[src/rucc_pkg.sv]
// Package: register map, fields, encodings and timing for the update controller
//
// Contract
// - Remote mode power-up loads the image at page 000.
// - Factory logic writes the next application page into the control register.
// - Factory logic chooses watchdog enable and timeout for the next application.
// - Only remote-update application images can restart the watchdog.
// - Watchdog timeout records its cause in status then reloads factory.
// - Watchdog is disabled whenever the factory image is active.
// - Application load failure records its cause then loads factory automatically.
// - After fallback, factory reads status then writes the next page.
// - A clean application load enters user mode and runs it.
// - Application writes new image data then triggers a factory reload.
// - Page selection supports up to seven application pages.
// - Serial, parallel synchronous and parallel asynchronous loading are all supported.
// - Local update mode loads the single application directly at power-up.
package rucc_pkg;
    // Register byte offsets
    localparam logic [7:0] RUCC_CTRL_OFS   = 8'h00;
    localparam logic [7:0] RUCC_WDOG_OFS   = 8'h04;
    localparam logic [7:0] RUCC_CMD_OFS    = 8'h08;
    localparam logic [7:0] RUCC_STATE_OFS  = 8'h0c;
    localparam logic [7:0] RUCC_CAUSE_OFS  = 8'h10;
    localparam logic [7:0] RUCC_ISTAT_OFS  = 8'h14;
    localparam logic [7:0] RUCC_IMASK_OFS  = 8'h18;
    // Control fields
    localparam int RUCC_CTRL_PAGE_LSB = 0;
    localparam int RUCC_CTRL_WDEN_BIT = 4;
    localparam int RUCC_CTRL_LOC_BIT  = 5;
    localparam int RUCC_CTRL_SCH_LSB  = 8;
    // Command bits
    localparam int RUCC_CMD_RECFG_BIT = 0;
    localparam int RUCC_CMD_KICK_BIT  = 1;
    // Interrupt bits
    localparam int RUCC_IRQ_WDOG = 0;
    localparam int RUCC_IRQ_LERR = 1;
    localparam int RUCC_IRQ_USER = 2;
    localparam int RUCC_IRQ_N    = 3;
    // Pages
    localparam logic [2:0] RUCC_FACTORY_PAGE = 3'h0;
    localparam logic [2:0] RUCC_MAX_APP_PAGE = 3'h7;
    // Reset values
    localparam logic [31:0] RUCC_WDOG_RST = 32'h0000_0000;
    localparam logic [31:0] RUCC_CTRL_RST = 32'h0000_0000;
    // Load timeout: time in us and cycles at the clock rate
    localparam int RUCC_CLK_MHZ        = 25;
    localparam int RUCC_LOAD_TMO_US    = 1000;
    localparam int RUCC_LOAD_TMO_CYC   = RUCC_LOAD_TMO_US * RUCC_CLK_MHZ;
    // AXI responses
    localparam logic [1:0] RUCC_RESP_OKAY   = 2'h0;
    localparam logic [1:0] RUCC_RESP_SLVERR = 2'h2;

    typedef enum logic [1:0] {
        RUCC_CAUSE_NONE,
        RUCC_CAUSE_WDOG,
        RUCC_CAUSE_LERR,
        RUCC_CAUSE_USER
    } rucc_cause_e;

    typedef enum logic [1:0] {
        RUCC_SCH_SERIAL,
        RUCC_SCH_PSYNC,
        RUCC_SCH_PASYNC
    } rucc_sch_e;
endpackage

[src/rucc_ctrl.sv]
// Remote/local update configuration controller with AXI4-Lite registers
module rucc_ctrl #(
    parameter int unsigned LOAD_TMO = rucc_pkg::RUCC_LOAD_TMO_CYC
) (
    // Clock and reset
    input  wire logic        clock,
    input  wire logic        rst,
    // AXI4-Lite write
    input  wire logic [7:0]  s_axi_awaddr,
    input  wire logic        s_axi_awvalid,
    output logic             s_axi_awready,
    input  wire logic [31:0] s_axi_wdata,
    input  wire logic [3:0]  s_axi_wstrb,
    input  wire logic        s_axi_wvalid,
    output logic             s_axi_wready,
    output logic [1:0]       s_axi_bresp,
    output logic             s_axi_bvalid,
    input  wire logic        s_axi_bready,
    // AXI4-Lite read
    input  wire logic [7:0]  s_axi_araddr,
    input  wire logic        s_axi_arvalid,
    output logic             s_axi_arready,
    output logic [31:0]      s_axi_rdata,
    output logic [1:0]       s_axi_rresp,
    output logic             s_axi_rvalid,
    input  wire logic        s_axi_rready,
    // Mode strap and configuration memory side
    input  wire logic        local_mode_pin,
    input  wire logic        load_done_pin,
    input  wire logic        load_err_pin,
    output logic             load_start,
    output logic [2:0]       load_page,
    output logic [1:0]       load_scheme,
    // Status
    output logic             user_mode,
    output logic             factory_active,
    output logic             irq
);
    import rucc_pkg::*;

    typedef enum logic [1:0] {RUCC_ST_BOOT, RUCC_ST_LOAD, RUCC_ST_USER} rucc_st_e;

    rucc_st_e    st_q;
    rucc_cause_e cause_q;
    logic [31:0] ctrl_q, wdog_q, wcnt_q;
    logic [31:0] tmo_q;
    logic [RUCC_IRQ_N-1:0] istat_q, imask_q;
    logic        app_rupd_q;
    logic [1:0]  mode_s, done_s, err_s;
    logic        loc_q;
    logic        aw_q, w_q;
    logic [7:0]  awaddr_q;
    logic [31:0] wdata_q;
    logic [3:0]  wstrb_q;

    function automatic logic [31:0] merge(input logic [31:0] o,
                                          input logic [31:0] n,
                                          input logic [3:0]  s);
        logic [31:0] r;
        r = o;
        for (int i = 0; i < 4; i++) begin
            if (s[i]) r[i*8 +: 8] = n[i*8 +: 8];
        end
        return r;
    endfunction

    // Pin synchronisers
    always_ff @(posedge clock) begin
        mode_s <= {mode_s[0], local_mode_pin};
        done_s <= {done_s[0], load_done_pin};
        err_s  <= {err_s[0], load_err_pin};
    end

    // Write channel capture; address and data may come in either order
    logic wr_go, wr_ctrl, wr_wdog, wr_cmd, wr_imask, wr_hit;
    logic [31:0] cmd_w;
    assign wr_go    = aw_q && w_q && !s_axi_bvalid;
    assign wr_ctrl  = wr_go && awaddr_q == RUCC_CTRL_OFS;
    assign wr_wdog  = wr_go && awaddr_q == RUCC_WDOG_OFS;
    assign wr_cmd   = wr_go && awaddr_q == RUCC_CMD_OFS;
    assign wr_imask = wr_go && awaddr_q == RUCC_IMASK_OFS;
    assign wr_hit   = wr_ctrl || wr_wdog || wr_cmd || wr_imask;
    assign cmd_w    = merge(32'h0, wdata_q, wstrb_q);

    always_ff @(posedge clock) begin
        if (rst) begin
            aw_q          <= 1'b0;
            w_q           <= 1'b0;
            awaddr_q      <= 8'h00;
            wdata_q       <= 32'h0;
            wstrb_q       <= 4'h0;
            s_axi_awready <= 1'b0;
            s_axi_wready  <= 1'b0;
            s_axi_bvalid  <= 1'b0;
            s_axi_bresp   <= RUCC_RESP_OKAY;
        end else begin
            s_axi_awready <= !aw_q && !s_axi_awready;
            s_axi_wready  <= !w_q && !s_axi_wready;
            if (s_axi_awvalid && s_axi_awready) begin
                aw_q          <= 1'b1;
                awaddr_q      <= {s_axi_awaddr[7:2], 2'b00};
                s_axi_awready <= 1'b0;
            end
            if (s_axi_wvalid && s_axi_wready) begin
                w_q          <= 1'b1;
                wdata_q      <= s_axi_wdata;
                wstrb_q      <= s_axi_wstrb;
                s_axi_wready <= 1'b0;
            end
            if (wr_go) begin
                s_axi_bvalid <= 1'b1;
                s_axi_bresp  <= wr_hit ? RUCC_RESP_OKAY : RUCC_RESP_SLVERR;
            end
            if (s_axi_bvalid && s_axi_bready) begin
                s_axi_bvalid <= 1'b0;
                aw_q         <= 1'b0;
                w_q          <= 1'b0;
            end
        end
    end

    // Factory-only setup writes; ignored while an application runs
    logic setup_ok;
    assign setup_ok = factory_active && st_q == RUCC_ST_USER;
    always_ff @(posedge clock) begin
        if (rst) begin
            ctrl_q <= RUCC_CTRL_RST;
            wdog_q <= RUCC_WDOG_RST;
        end else if (setup_ok) begin
            if (wr_ctrl) begin
                ctrl_q <= merge(ctrl_q, wdata_q, wstrb_q);
            end
            if (wr_wdog) begin
                wdog_q <= merge(wdog_q, wdata_q, wstrb_q);
            end
        end
    end

    // Events
    logic kick, recfg, wd_fire, ld_done, ld_err, ld_tmo;
    logic arm_q;
    assign kick    = wr_cmd && cmd_w[RUCC_CMD_KICK_BIT];
    assign recfg   = wr_cmd && cmd_w[RUCC_CMD_RECFG_BIT];
    assign ld_done = st_q == RUCC_ST_LOAD && arm_q && done_s[1] && !err_s[1];
    assign ld_tmo  = st_q == RUCC_ST_LOAD && tmo_q == 32'h0;
    assign ld_err  = st_q == RUCC_ST_LOAD && ((arm_q && err_s[1]) || ld_tmo);
    assign wd_fire = st_q == RUCC_ST_USER && !factory_active
                     && app_rupd_q && wcnt_q == 32'h0;

    // Result levels of the previous load linger through the synchroniser,
    // so a result counts only after both were seen low in this load
    always_ff @(posedge clock) begin
        if (rst || st_q != RUCC_ST_LOAD || ld_done || ld_err) begin
            arm_q <= 1'b0;
        end else if (!done_s[1] && !err_s[1]) begin
            arm_q <= 1'b1;
        end
    end

    // Load sequencer
    logic [2:0] next_pg;
    assign next_pg = ctrl_q[RUCC_CTRL_PAGE_LSB +: 3];
    always_ff @(posedge clock) begin
        if (rst) begin
            st_q           <= RUCC_ST_BOOT;
            loc_q          <= 1'b0;
            load_start     <= 1'b0;
            load_page      <= RUCC_FACTORY_PAGE;
            load_scheme    <= RUCC_SCH_SERIAL;
            factory_active <= 1'b1;
            user_mode      <= 1'b0;
            app_rupd_q     <= 1'b0;
            tmo_q          <= 32'h0;
        end else begin
            load_start <= 1'b0;
            if (st_q == RUCC_ST_LOAD && tmo_q != 32'h0) tmo_q <= tmo_q - 32'h1;
            unique case (st_q)
                RUCC_ST_BOOT: begin
                    loc_q          <= mode_s[1];
                    st_q           <= RUCC_ST_LOAD;
                    load_start     <= 1'b1;
                    tmo_q          <= LOAD_TMO;
                    factory_active <= !mode_s[1];
                    // Local boot picks the single app page, remote boots 000
                    load_page      <= mode_s[1] ? 3'h1
                                                : RUCC_FACTORY_PAGE;
                end
                RUCC_ST_LOAD: begin
                    if (ld_err) begin
                        st_q           <= RUCC_ST_LOAD;
                        load_start     <= 1'b1;
                        tmo_q          <= LOAD_TMO;
                        load_page      <= RUCC_FACTORY_PAGE;
                        factory_active <= 1'b1;
                    end else if (ld_done) begin
                        st_q      <= RUCC_ST_USER;
                        user_mode <= 1'b1;
                        app_rupd_q <= !factory_active && !loc_q;
                    end
                end
                RUCC_ST_USER: begin
                    if (wd_fire || (recfg && !factory_active)) begin
                        // Return to factory on timeout or app request
                        st_q           <= RUCC_ST_LOAD;
                        user_mode      <= 1'b0;
                        load_start     <= 1'b1;
                        tmo_q          <= LOAD_TMO;
                        load_page      <= RUCC_FACTORY_PAGE;
                        factory_active <= 1'b1;
                        app_rupd_q     <= 1'b0;
                    end else if (recfg && next_pg != RUCC_FACTORY_PAGE) begin
                        // Page 000 can never be the application target
                        st_q           <= RUCC_ST_LOAD;
                        user_mode      <= 1'b0;
                        load_start     <= 1'b1;
                        tmo_q          <= LOAD_TMO;
                        load_page      <= next_pg;
                        load_scheme    <= ctrl_q[RUCC_CTRL_SCH_LSB +: 2];
                        factory_active <= 1'b0;
                    end
                end
                default: st_q <= RUCC_ST_BOOT;
            endcase
        end
    end

    // User watchdog; held off whenever the factory image is running
    always_ff @(posedge clock) begin
        if (rst || factory_active || !ctrl_q[RUCC_CTRL_WDEN_BIT]) begin
            wcnt_q <= 32'hffff_ffff;
        end else if (st_q != RUCC_ST_USER) begin
            wcnt_q <= wdog_q;
        end else if (kick && app_rupd_q) begin
            wcnt_q <= wdog_q;
        end else if (wcnt_q != 32'h0) begin
            wcnt_q <= wcnt_q - 32'h1;
        end
    end

    // Read path
    logic rd_cause, rd_istat;
    logic [31:0] rd_val;
    logic        rd_ok;
    always_comb begin
        rd_ok  = 1'b1;
        rd_val = 32'h0;
        unique case ({s_axi_araddr[7:2], 2'b00})
            RUCC_CTRL_OFS:  rd_val = ctrl_q;
            RUCC_WDOG_OFS:  rd_val = wdog_q;
            RUCC_CMD_OFS:   rd_val = 32'h0;
            RUCC_STATE_OFS: rd_val = {26'h0, loc_q, user_mode,
                                      factory_active, load_page};
            RUCC_CAUSE_OFS: rd_val = {30'h0, cause_q};
            RUCC_ISTAT_OFS: rd_val = {29'h0, istat_q};
            RUCC_IMASK_OFS: rd_val = {29'h0, imask_q};
            default:        rd_ok  = 1'b0;
        endcase
    end
    assign rd_cause = s_axi_arvalid && s_axi_arready
                      && {s_axi_araddr[7:2], 2'b00} == RUCC_CAUSE_OFS;
    assign rd_istat = s_axi_arvalid && s_axi_arready
                      && {s_axi_araddr[7:2], 2'b00} == RUCC_ISTAT_OFS;

    always_ff @(posedge clock) begin
        if (rst) begin
            s_axi_arready <= 1'b0;
            s_axi_rvalid  <= 1'b0;
            s_axi_rdata   <= 32'h0;
            s_axi_rresp   <= RUCC_RESP_OKAY;
        end else begin
            s_axi_arready <= !s_axi_rvalid && !s_axi_arready;
            if (s_axi_arvalid && s_axi_arready) begin
                s_axi_arready <= 1'b0;
                s_axi_rvalid  <= 1'b1;
                s_axi_rdata   <= rd_val;
                s_axi_rresp   <= rd_ok ? RUCC_RESP_OKAY : RUCC_RESP_SLVERR;
            end else if (s_axi_rvalid && s_axi_rready) begin
                s_axi_rvalid <= 1'b0;
            end
        end
    end

    // Cause code: a new event wins over the read clear
    always_ff @(posedge clock) begin
        if (rst) begin
            cause_q <= RUCC_CAUSE_NONE;
        end else if (wd_fire) begin
            cause_q <= RUCC_CAUSE_WDOG;
        end else if (ld_err && !factory_active) begin
            cause_q <= RUCC_CAUSE_LERR;
        end else if (st_q == RUCC_ST_USER && recfg && !factory_active) begin
            cause_q <= RUCC_CAUSE_USER;
        end else if (rd_cause && factory_active) begin
            cause_q <= RUCC_CAUSE_NONE;
        end
    end

    // Sticky interrupt status, cleared by read, set wins
    logic [RUCC_IRQ_N-1:0] ev;
    assign ev = {ld_done, ld_err && !factory_active, wd_fire};
    always_ff @(posedge clock) begin
        if (rst) begin
            istat_q <= '0;
            imask_q <= '0;
            irq     <= 1'b0;
        end else begin
            istat_q <= (rd_istat ? '0 : istat_q) | ev;
            if (wr_imask) imask_q <= wdata_q[RUCC_IRQ_N-1:0];
            irq <= |(((rd_istat ? '0 : istat_q) | ev) & imask_q);
        end
    end
endmodule

[config.mk]
export PLATFORM = sky130hd
export DESIGN_NAME = rucc_ctrl
export DESIGN_NICKNAME = d
export VERILOG_FILES = /design/src/rucc_pkg.sv /design/src/rucc_ctrl.sv
export SDC_FILE = /design/constraint.sdc
export NUM_CORES = 1
export LEC_CHECK = 0
export BUFFER_PORTS_ARGS = -buffer_cell sky130_fd_sc_hd__buf_2
export CORE_ASPECT_RATIO = 0.8
export CORE_MARGIN = 5
export CORE_UTILIZATION = 35
export CTS_BUF_LIST = sky130_fd_sc_hd__clkbuf_4 sky130_fd_sc_hd__clkbuf_8 sky130_fd_sc_hd__clkbuf_16
export CTS_CLUSTER_SIZE = 16
export DETAILED_ROUTE_END_ITERATION = 8
export PLACE_DENSITY = 0.62
export SETUP_SLACK_MARGIN = 0.1
export SYNTH_ARGS = -nofsm -noshare
export SYNTH_HDL_FRONTEND = slang
export SYNTH_SLANG_ARGS = --single-unit
[constraint.sdc]
create_clock -name clock -period 3 [get_ports clock]
set_input_delay 0.3 -clock clock [delete_from_list [all_inputs] [get_ports clock]]
set_output_delay 0.3 -clock clock [all_outputs]
set_load 0.05 [all_outputs]
### Word level (Yosys, flattened, before mapping)

Cells that the tools add are included.

| storage, ports and cells | value |
|---|---|
| memory bits (read-only) | 0 |
| memories kept | 0 |
| output and inout port bits | 50 |
| word-level logic and storage cells | 205 |
| bits in latches | 0 |
| register bits | 241 |
| bits of input ports | 62 |
| bits in writable memories | 0 |

| operators by class | value |
|---|---|
| reduce and logical (&&, ||, !) cells | 95 |
| multiplexer cells | 46 |
| bitwise gates (word level) | 3 |
| equality and inequality tests | 19 |
| magnitude comparators | 0 |
| multiply operators | 0 |
| add/sub/neg operators | 2 |
| divide/modulo/power cells | 0 |
| shifts and indexed selects | 0 |

Operators by type and width:

| operator | count |
|---|---|
| $mux W32 | 7 |
| $pmux W32 S6 | 1 |
| $pmux W32 S3 | 1 |
| $logic_not A32 Y1 | 2 |
| $reduce_bool A32 Y1 | 2 |
| $sub A32 B1 Y32 const B | 2 |
| $logic_and A1 B1 Y1 | 38 |
| $reduce_and A3 Y1 | 10 |
| $eq A6 B3 Y1 const B | 4 |
| $mux W2 | 10 |
| $eq A6 B2 Y1 const B | 3 |
| $mux W1 | 17 |
| $logic_not A1 Y1 | 13 |
| $eq A6 B1 Y1 const B | 2 |
| $mux W3 | 4 |
| $reduce_bool A3 Y1 | 4 |
| $logic_or A1 B1 Y1 | 10 |
| $ne A2 B2 Y1 const B | 5 |
| $reduce_or A2 Y1 | 5 |
| $pmux W3 S3 | 1 |
| $logic_not A8 Y1 | 1 |
| $reduce_and A4 Y1 | 2 |
| $reduce_or A7 Y1 | 1 |
| $logic_not A6 Y1 | 1 |
| other kinds (15) | 19 |

### Logic depth before layout (Yosys ltp)

Gate-level depths: netlist of run 1.

| depth | value |
|---|---|
| depth in word-level cells | 9 |
| mapped depth | 10 |
| depth with buffers taken out | 8 |

### Worst setup path before layout of run 1

Ideal clock, no wire load.

| timing | value |
|---|---|
| kind | register -> register |
| start | reg wcnt_q[12] |
| end | reg wcnt_q[30] |
| path slack | 0.266 ns |
| data arrival time | 2.575 ns |
| stages on the path, launching flop included | 8 |
| data required time | 2.841 ns |
| buffers on the path | 1 |
| setup time | 0.159 ns |
| period minus slack after synthesis | 2.734 ns |
| cells stage by stage | dfxtp_1 > or4_1 > or3_1 > clkbuf_1 > or3_1 > or4_1 > a221oi_1 > o21ai_0 |

| between the ends | value |
|---|---|
| cells in the longest elaborated chain, start to end | 4 |
| elaborated cells between the ends (all ways) | 6 |
| those cells by class | 1 x add/sub; 3 x mux; 2 x reduce/logical |

RTL lines:

| what | line | text |
|---|---|---|
| from (decl) | rucc_ctrl.sv:45 | `logic [31:0] ctrl_q, wdog_q, wcnt_q;` |
| from (signal assigned) | rucc_ctrl.sv:232 | `wcnt_q <= wdog_q;` |
| from (signal assigned) | rucc_ctrl.sv:234 | `wcnt_q <= wdog_q;` |
| from (signal assigned) | rucc_ctrl.sv:236 | `wcnt_q <= wcnt_q - 32'h1;` |
| $sub A32 B1 Y32 | rucc_ctrl.sv:236 |  |
| $mux W32 | rucc_ctrl.sv:235 | `end else if (wcnt_q != 32'h0) begin` |
| $mux W32 | rucc_ctrl.sv:233 | `end else if (kick && app_rupd_q) begin` |
| $mux W32 | rucc_ctrl.sv:231 | `end else if (st_q != RUCC_ST_USER) begin` |

Parallel ways exist; a longest one is shown, timed or not. The select of a mux whose other input is x is not followed.
A chain may end at the register's enable or synchronous reset.

### Worst setup path after layout of run 1

| timing | value |
|---|---|
| start | reg tmo_q[8] |
| end | reg irq |

| between the ends | value |
|---|---|
| cells in the longest elaborated chain, start to end | 8 |

RTL lines:

| what | line | text |
|---|---|---|
| from (decl) | rucc_ctrl.sv:46 | `logic [31:0] tmo_q;` |
| from (signal assigned) | rucc_ctrl.sv:176 | `if (st_q == RUCC_ST_LOAD && tmo_q != 32'h0) tmo_q <= tmo_q - 32'h1;` |
| $logic_not A32 Y1 | rucc_ctrl.sv:145 | `assign ld_tmo = st_q == RUCC_ST_LOAD && tmo_q == 32'h0;` |
| $logic_and A1 B1 Y1 | rucc_ctrl.sv:145 |  |
| $logic_or A1 B1 Y1 | rucc_ctrl.sv:146 | `assign ld_err = st_q == RUCC_ST_LOAD && ((arm_q && err_s[1]) \|\| ld_tmo);` |
| $logic_and A1 B1 Y1 | rucc_ctrl.sv:146 |  |
| $logic_and A1 B1 Y1 | rucc_ctrl.sv:300 | `assign ev = {ld_done, ld_err && !factory_active, wd_fire};` |
| $or A3 B3 Y3 | rucc_ctrl.sv:309 | `irq <= \|(((rd_istat ? '0 : istat_q) \| ev) & imask_q);` |
| $and A3 B3 Y3 | rucc_ctrl.sv:309 |  |
| $reduce_or A3 Y1 | rucc_ctrl.sv:309 |  |
| to (signal assigned) | rucc_ctrl.sv:309 |  |
| to (decl) | rucc_ctrl.sv:37 | `output logic irq` |

Every way passes these cells.

==> results of run 1 <==
==> registers in the layout, summed over array words and instances (netlist names), 2 cells and up <==
signal,count
st_q,2
imask_q,3
cause_q,2
tmo_q,32
wdog_q,32
mode_s,2
wstrb_q,4
wcnt_q,32
istat_q,3
awaddr_q,6
load_page,3
done_s,2
load_scheme,2
ctrl_q,32
s_axi_rdata,32
err_s,2
wdata_q,32
==> logic make-up (layout without fill, tap and decap cells) <==
logic type      Yosys count  in the layout
compound gates          288            288
xor+xnor                 48             48
fa+ha+maj                 8              8
buf+inv                  98            227
flops                   239            239
mux                      13             13
other cells               1              2
simple gates            546            546
==> final cells by class <==
type / instances / area [um^2] / area share [%]
repair buffers: 160 / 1013 / 8.291
well taps: 370 / 462.9 / 3.787
multi-input cells: 905 / 4943 / 40.44
clock inverters: 12 / 178.9 / 1.464
clock buffers: 36 / 769.5 / 6.295
inverters: 19 / 71.32 / 0.5834
flip-flops and latches: 239 / 4785 / 39.14
==> stage by stage <==
step | setup WS (ns) | utilization, % | cell area [um^2]
2_1_floorplan | 0.2658 | - | 10080
3_3_place_gp | 0.1776 | 38.91 | 11030
3_5_place_dp | 0.1279 | 38.91 | 11030
4_1_cts | 0.1187 | 43.10 | 12220
5_1_grt | 0.1192 | 43.12 | 12220
6_report | 0.2426 | 43.12 | 12220
==> layer usage <==
metal  wire length [um]  track usage [%]
met4                391            2.840
met1              15220            28.07
met2              11460            23.84
met3               1500            2.696
met5                  0                0
==> cell usage in the layout (no fill, tap or decap), types with 4 or more instances in the layout <==
master,instances
or4_1,11
a221o_1,13
clkbuf_16,26
a21oi_1,163
o21ai_0,22
nor2_1,129
nor4b_1,5
o211ai_1,8
xor2_1,24
and3_1,6
buf_4,31
and2_1,13
dfxtp_1,239
clkbuf_8,7
buf_2,104
a22oi_1,31
dlygate4sd3_1,24
nor4_1,19
nand4_1,9
o31ai_1,9
bufinv_16,4
inv_1,19
clkinv_2,4
nand3_1,22
mux2i_1,13
a31oi_1,9
ha_1,8
or3_1,13
xnor2_1,24
nor2b_1,6
nor3_1,38
a211oi_1,4
nand2_1,249
==> cells in the mapped netlist (13+ instances only) <==
| master | count | area (um^2) |
|---|---|---|
| a21oi_1 | 163 | 815.8 |
| nand3_1 | 22 | 110.1 |
| a22oi_1 | 31 | 232.7 |
| nor4_1 | 20 | 125.1 |
| clkbuf_1 | 67 | 251.5 |
| dfxtp_1 | 239 | 4785 |
| nor2_1 | 129 | 484.2 |
| xor2_1 | 24 | 210.2 |
| o21ai_0 | 22 | 110.1 |
| and2_1 | 13 | 81.33 |
| a221o_1 | 13 | 130.1 |
| mux2i_1 | 13 | 130.1 |
| xnor2_1 | 24 | 210.2 |
| nand2_1 | 249 | 934.7 |
| or3_1 | 13 | 81.33 |
| inv_1 | 19 | 71.32 |
| nor3_1 | 38 | 190.2 |
==> report_power, final <==
part	leakage (nW)	switching, mW	internal [mW]	total [mW]
combinational	1.98	0.675	0.404	1.08
sequential	1.94	0.154	3.30	3.45
clock	0.464	1.31	2.14	3.45
==> final timing paths <==
kind / from / slack, ns / endpoint
worst max-delay path: tmo_q[8]$_SDFF_PP0_ / 0.24 / irq$_SDFF_PP0_
worst min-delay path: s_axi_wdata[0] / 0.02 / wdata_q[0]$_SDFFE_PP0P_
worst max register to register: tmo_q[8]$_SDFF_PP0_ / 0.24 / irq$_SDFF_PP0_
worst min register to register: done_s[0]$_DFF_P_ / 0.33 / done_s[1]$_DFF_P_
==> worst max-delay path, cell delays in order (launching register included) <==
cell and delay (ns):
dfxtp_1 0.35, or4_4 0.57, or4_4 0.57, or4_1 0.51
a211o_1 0.35, a21oi_1 0.17, a221o_1 0.18
==> timing repair <==
item	CTS	global route
resized for setup	0	1
hold buffers	24	0
hold endpoints to repair	25	0
setup endpoints to repair	0	11
==> impl_metrics.tcl, run 1 <==
set metrics [dict create \
    wire_per_inst_um 16.41 \
    grt_pass1_vias 8455 \
    fp.dieW_um 199.7 \
    maxCapViolCount 0 \
    row_count 55 \
    finalHoldViolations 0 \
    dr_total_vias 9054 \
    die_y_um 161.8 \
    hp-class "in -> reg" \
    fin_tns_setup_ns 0 \
    p_leak_nw 4.377 \
    htreeDepth 1 \
    reg2regPathDepth 6 \
    cp-start-kind "flop" \
    synth_warnings 0 \
    start_util_pct 35.55 \
    rsz0062_at_grt "no" \
    ys_seq_area_share_pct 47.47 \
    synth_top_family_by_area "simple AND/OR/NAND/NOR gates" \
    final-setup-viol-count 0 \
    holdWs_ns 0.01564 \
    cts.clk_slew.worst_paths_ns 0.06 \
    antenna_left 0 \
    postSynthCellCount 1241 \
    portBuffers 105 \
    synth_ff_type "dfxtp_1" \
    synthMuxAreaShare_pct 1.291 \
    first_pass_iters 5 \
    crit_arrival_ns 3.22 \
    cts_buffers 26 \
    fp.coreArea_mm2 0.02835 \
    fin_skew_ns 0.01525 \
    diodes 0 \
    grt_first_pass_wirelength_mm 46.13 \
    cts_setup_buffers 0 \
    crit_required_ns 3.47 \
    total_power_mw 7.976 \
    dp.cells 1669 \
    yosys.area_share.simple_pct 24.75 \
    cts-root-buf "clkbuf_16" \
    grt_antenna_before_repair 0 \
    detail_route.vias_per_cell 5.200 \
    fillCellCount 2797 \
    synth_edf_count 0 \
    clock_sinks 239 \
    worst-slew-pin-transition_ns 1.118 \
    synthDistinctLibCells 60 \
    vdd_drop_max_uv 359.4 \
    drt_wl_total_mm 28.57 \
    criticalPathCategory "reg -> reg" \
    route.detailed.drc 0 \
    final_cells 1741 \
    yosys.area_share.adder_pct 0.9930 \
    gp_congestion 0.8242 \
    synth-compound-area-share_pct 17.53 \
    grt_max_degree 90 \
    slew_violations 0 \
    ios 112 \
    cts_buffer_depth 3 \
    drtIter0Drc 708 \
    max_freq_mhz 362.7 \
    min_path_cells 3 \
    die_area_mm2 0.03231 \
    fin_nets 1421 \
    drive_above_1_share_pct 14.37 \
    status "finished, final reports clean" \
    syn_area_mm2 0.01008 \
    avgSynthCellArea_um2 8.122 \
    grt_overflow 0 \
    cts_tree "built" \
    synth-xor-area-share_pct 4.171 \
    crit_fanout 6 \
    fin_crit_ns 2.757 \
    synthToLayoutAreaGrowth_pct 21.28 \
    ys_async_sr_fraction_pct 0 \
    synth-seq-cells 239 \
    fin_crit_sh_pct 91.91 \
    hpwl_mm 20.08 \
    grtUsageTotal_pct 17.21 \
    end_kind "flop" \
    slew_headroom_pct 25.19 \
    insertion_delay_ns 0.53 \
    power_density_mw_per_mm2 652.5 \
]
Note: power is estimated with default switching activity, not from simulation.
==> run 2: changes to the inputs <==
--- a/config.mk
+++ b/config.mk
@@ -13,7 +13,7 @@
 export CTS_CLUSTER_SIZE = 16
 export DETAILED_ROUTE_END_ITERATION = 8
 export PLACE_DENSITY = 0.62
-export SETUP_SLACK_MARGIN = 0.1
+export SETUP_SLACK_MARGIN = 0.4
 export SYNTH_ARGS = -nofsm -noshare
 export SYNTH_HDL_FRONTEND = slang
 export SYNTH_SLANG_ARGS = --single-unit
==> impl_metrics.tcl, run 2 (same netlist as run 1, synthesis figures left out) <==
set metrics [dict create \
    status "finished, final reports clean" \
    criticalPathCategory "reg -> reg" \
    htreeDepth 1 \
    cts_tree "built" \
    fin_nets 1419 \
    worst-slew-pin-transition_ns 0.9647 \
    die_y_um 161.8 \
    cts_buffer_depth 3 \
    maxCapViolCount 0 \
    clock_sinks 239 \
    vdd_drop_max_uv 398.1 \
    route.detailed.drc 0 \
    cts.clk_slew.worst_paths_ns 0.06 \
    antenna_left 0 \
    grt_overflow 0 \
    fp.dieW_um 199.7 \
    final_common_cell "nand2_1" \
    cp_cell_sequence "or4_4 > or4_4 > buf_6 > nor4_4 > buf_4 > nor3_4 > or3_4 > o41ai_2" \
    detail_route.vias_per_cell 5.248 \
    slew_headroom_pct 35.14 \
    drive_above_1_share_pct 17.13 \
    crit_buf_inv 2 \
    max_stage_delay_ns 0.55 \
    fin_crit_sh_pct 91.35 \
    grt_max_degree 82 \
    row_count 55 \
    crit_family "simple AND/OR/NAND/NOR gates" \
    multi_input_area_mm2 0.005057 \
    wire_per_inst_um 16.37 \
    diodes 0 \
    fin_tns_setup_ns 0 \
    grt_pass1_vias 8426 \
    drt_wl_total_mm 28.41 \
    end_kind "flop" \
    dr_total_vias 9111 \
    grt_first_pass_wirelength_mm 45.11 \
    first_pass_iters 7 \
    crit_required_ns 3.44 \
    slew_violations 0 \
    cp_common_cell "or4_4" \
    holdWs_ns 0.01359 \
    finalHoldViolations 0 \
    regArea_mm2 0.004790 \
    total_power_mw 8.229 \
    fin_skew_ns 0.01681 \
    cts_buffers 26 \
    final_cell_mix "249 x nand2_1, 235 x dfxtp_1, 161 x a21oi_1" \
    hpwl_mm 19.70 \
    fp.coreArea_mm2 0.02835 \
    start_util_pct 35.55 \
    gp_congestion 0.8293 \
    fin_crit_ns 2.741 \
    fillCellCount 2844 \
    final-setup-viol-count 0 \
    portBuffers 105 \
    crit_fanout 6 \
    crit_slowest_cell "or4_4" \
    grtUsageTotal_pct 16.83 \
    max_freq_mhz 364.9 \
    power_density_mw_per_mm2 665.8 \
    p_leak_nw 4.428 \
    die_area_mm2 0.03231 \
    cp-start-kind "flop" \
    ios 112 \
    cts-root-buf "clkbuf_16" \
    synthToLayoutAreaGrowth_pct 22.62 \
    crit_arrival_ns 3.18 \
    rsz0062_at_grt "yes" \
    hp-class "in -> reg" \
    drtIter0Drc 649 \
    insertion_delay_ns 0.53 \
    grt_antenna_before_repair 0 \
    fin_util_pct 43.59 \
]
-- run 2: area by class of cell --
cell class | count | share of cell area [%]
Multi-Input combinational cell | 905 | 40.92
Clock buffer | 31 | 5.760
Clock inverter | 14 | 2.045
Tap cell | 370 | 3.746
Sequential cell | 239 | 38.75
Inverter | 19 | 0.5770
Timing Repair Buffer | 158 | 8.200
-- run 2: repair_timing --
item,CTS,global route
hold endpoints to repair,11,0
hold buffers,10,0
endpoints found under the setup margin,10,58
gates cloned,0,1
setup buffers,8,5
gates resized for setup,5,32
pin swaps,9,9
-- run 2: path summary, 6_finish.rpt --
check	startpoint	end	slack, ns	cells past startpoint
min	s_axi_wdata[17]	wdata_q[17]$_SDFFE_PP0P_	0.01	3
max reg2reg	tmo_q[11]$_SDFF_PP0_	load_page[1]$_SDFFE_PP0P_	0.26	8
max	tmo_q[11]$_SDFF_PP0_	load_page[1]$_SDFFE_PP0P_	0.26	8
min reg2reg	err_s[0]$_DFF_P_	err_s[1]$_DFF_P_	0.33	0
-- run 2: per-layer routing --
metal  part of all wire [%]  GRT usage (%)  wire [um]
met4                    1.9          3.704        527
met1                     52          27.08      14880
met3                    5.8          2.717       1654
met2                     40          23.27      11350
met5                      0              0          0
-- run 2: worst register-to-register path, stage by stage (launching register included) --
cell and delay (ns):
dfxtp_2 0.32, or4_4 0.53, or4_4 0.55, buf_6 0.14
nor4_4 0.12, buf_4 0.19, nor3_4 0.07, or3_4 0.41
o41ai_2 0.33
-- run 2: per-stage QoR --
step / setup slack, ns / cells / instance area [um^2]
after global routing: 0.2085 / 1736 / 12360
after detailed placement: 0.2199 / 1667 / 11060
after floorplan: 0.3785 / 1242 / 10140
final: 0.2595 / 1736 / 12360
after CTS: 0.2931 / 1730 / 12200
after global placement: 0.2577 / 1667 / 11060
-- run 2: power breakdown --
| group | switching, mW | total [mW] | internal [mW] |
|---|---|---|---|
| logic | 0.708 | 1.18 | 0.468 |
| registers | 0.151 | 3.45 | 3.30 |
| clock network | 1.32 | 3.61 | 2.29 |
==> run 3: changes to the inputs <==
==> constraint.sdc (replaced) <==
create_clock -name clock -period 2.79 [get_ports clock]
set_input_delay 0.279 -clock clock [delete_from_list [all_inputs] [get_ports clock]]
set_output_delay 0.279 -clock clock [all_outputs]
set_load 0.05 [all_outputs]
==> impl_metrics.tcl, run 3 (same netlist as run 1, synthesis figures left out) <==
set metrics [dict create \
    status "finished, final reports clean" \
    drtIter0Drc 554 \
    drt_wl_total_mm 28.79 \
    cp-start-kind "flop" \
    fin_area_mm2 0.01286 \
    grtUsageTotal_pct 17.01 \
    worst-slew-pin-transition_ns 0.8998 \
    fin_nets 1460 \
    cts.clk_slew.worst_paths_ns 0.06 \
    slew_violations 0 \
    start_util_pct 35.55 \
    gp_congestion 0.8391 \
    holdWs_ns 0.02719 \
    min_from "s_axi_awaddr[4]" \
    hp-class "in -> reg" \
    dp.cells 1678 \
    crit_buf_inv 0 \
    p_leak_nw 4.640 \
    synthToLayoutAreaGrowth_pct 27.58 \
    fin_crit_sh_pct 93.93 \
    grt_first_pass_wirelength_mm 45.86 \
    htreeDepth 1 \
    r2r_start "tmo_q[11]$_SDFF_PP0_" \
    min_to "awaddr_q[4]$_SDFFE_PP0P_" \
    criticalPathCategory "reg -> reg" \
    max_stage_delay_ns 0.53 \
    crit_required_ns 3.26 \
    final-setup-viol-count 0 \
    insertion_delay_ns 0.53 \
    end_kind "flop" \
    placedInstanceArea_mm2 0.01119 \
    fin_tns_setup_ns 0 \
    final_cell_mix "248 x nand2_1, 234 x dfxtp_1, 161 x a21oi_1" \
    cts_tree "built" \
    crit_arrival_ns 3.09 \
    min_path_cells 3 \
    max_freq_mhz 381.6 \
    crit_slowest_cell "or4_4" \
    fp.dieW_um 199.7 \
    fin_util_pct 45.36 \
    detail_route.vias_per_cell 5.214 \
    die_area_mm2 0.03231 \
    antenna_left 0 \
    maxCapViolCount 0 \
    diodes 0 \
    cts_buffers 25 \
    finalHoldViolations 0 \
    dp_slack_ns 0.07776 \
    row_count 55 \
    dr_total_vias 9276 \
    final_common_cell "nand2_1" \
    grt_pass1_vias 8557 \
    fin_crit_ns 2.621 \
    slew_headroom_pct 39.50 \
    first_pass_iters 5 \
    rrSetupSlack_ns 0.17 \
    cp_common_cell "or4_4" \
    hpwl_mm 19.70 \
    reg2reg_to "irq$_SDFF_PP0_" \
    die_y_um 161.8 \
    clock_sinks 239 \
    total_power_mw 8.552 \
    final.setup.worst_slack_ns 0.1694 \
    route.detailed.drc 0 \
    drive_above_1_share_pct 19.52 \
    ios 112 \
    rsz0062_at_grt "yes" \
    crit_fanout 3 \
    cts_buffer_depth 3 \
    fin_skew_ns 0.01853 \
    fp.coreArea_mm2 0.02835 \
    portBuffers 105 \
    reg2regPathDepth 6 \
    grt_max_degree 78 \
    crit_family "simple AND/OR/NAND/NOR gates" \
    power_density_mw_per_mm2 665.0 \
    cp_cell_sequence "or4_4 > or4_4 > or4_4 > a211o_1 > a21oi_2 > a221o_1" \
    wire_per_inst_um 16.18 \
    grt_overflow 0 \
    final_cells 1779 \
    vdd_drop_max_uv 380.7 \
    grt_antenna_before_repair 0 \
    cts-root-buf "clkbuf_16" \
]
run 3: power breakdown:
group	switching (mW)	internal, mW
clock network	1.40	2.01
logic	0.835	0.600
registers	0.164	3.54
run 3: timing repair:
item                                    4_1_cts  5_1_grt
hold endpoints to repair                     39        0
endpoints found under the setup margin       58       58
buffers inserted                             13        4
hold buffers                                 38        0
resized for setup                            35       39
pin swaps                                    19       22
run 3: metal layers:
metal | routed length [um] | track usage (%) | vias up
met3 | 1598 | 2.841 | 33
met2 | 12090 | 24.26 | 243
met4 | 425 | 3.395 | 0
li1 | - | - | 4640
met5 | 0 | 0 | -
met1 | 14670 | 26.82 | 4360
run 3: worst max path at each step:
| stage | depth (start not counted) | slack, ns | end | start |
|---|---|---|---|---|
| floorplan | 7 | 0.17 | wcnt_q[30]$_SDFFE_PP1P_ | wcnt_q[13]$_SDFFE_PP1P_ |
| global route | 8 | 0.10 | tmo_q[13]$_SDFF_PP0_ | tmo_q[11]$_SDFF_PP0_ |
| CTS | 6 | 0.07 | irq$_SDFF_PP0_ | tmo_q[11]$_SDFF_PP0_ |
| finish | 6 | 0.17 | irq$_SDFF_PP0_ | tmo_q[11]$_SDFF_PP0_ |
| detailed placement | 6 | 0.08 | irq$_SDFF_PP0_ | tmo_q[8]$_SDFF_PP0_ |
| global placement | 6 | 0.12 | irq$_SDFF_PP0_ | tmo_q[8]$_SDFF_PP0_ |
run 3: layout make-up:
type,count,area (um^2)
Fill cell,2813,15490
Multi-Input combinational cell,905,5286
Sequential cell,239,4793
Timing Repair Buffer,200,1395
Clock buffer,33,723.2
Tap cell,370,462.9
Clock inverter,13,127.6
Inverter,19,71.32
run 3: worst register-to-register path, delay by kind of cell, from the launching register on:
kind               cells  cell delay [ns]
DFF                    1             0.32
AOI/OAI and AO/OA      3             0.66
and+or+nand+nor        3             1.59
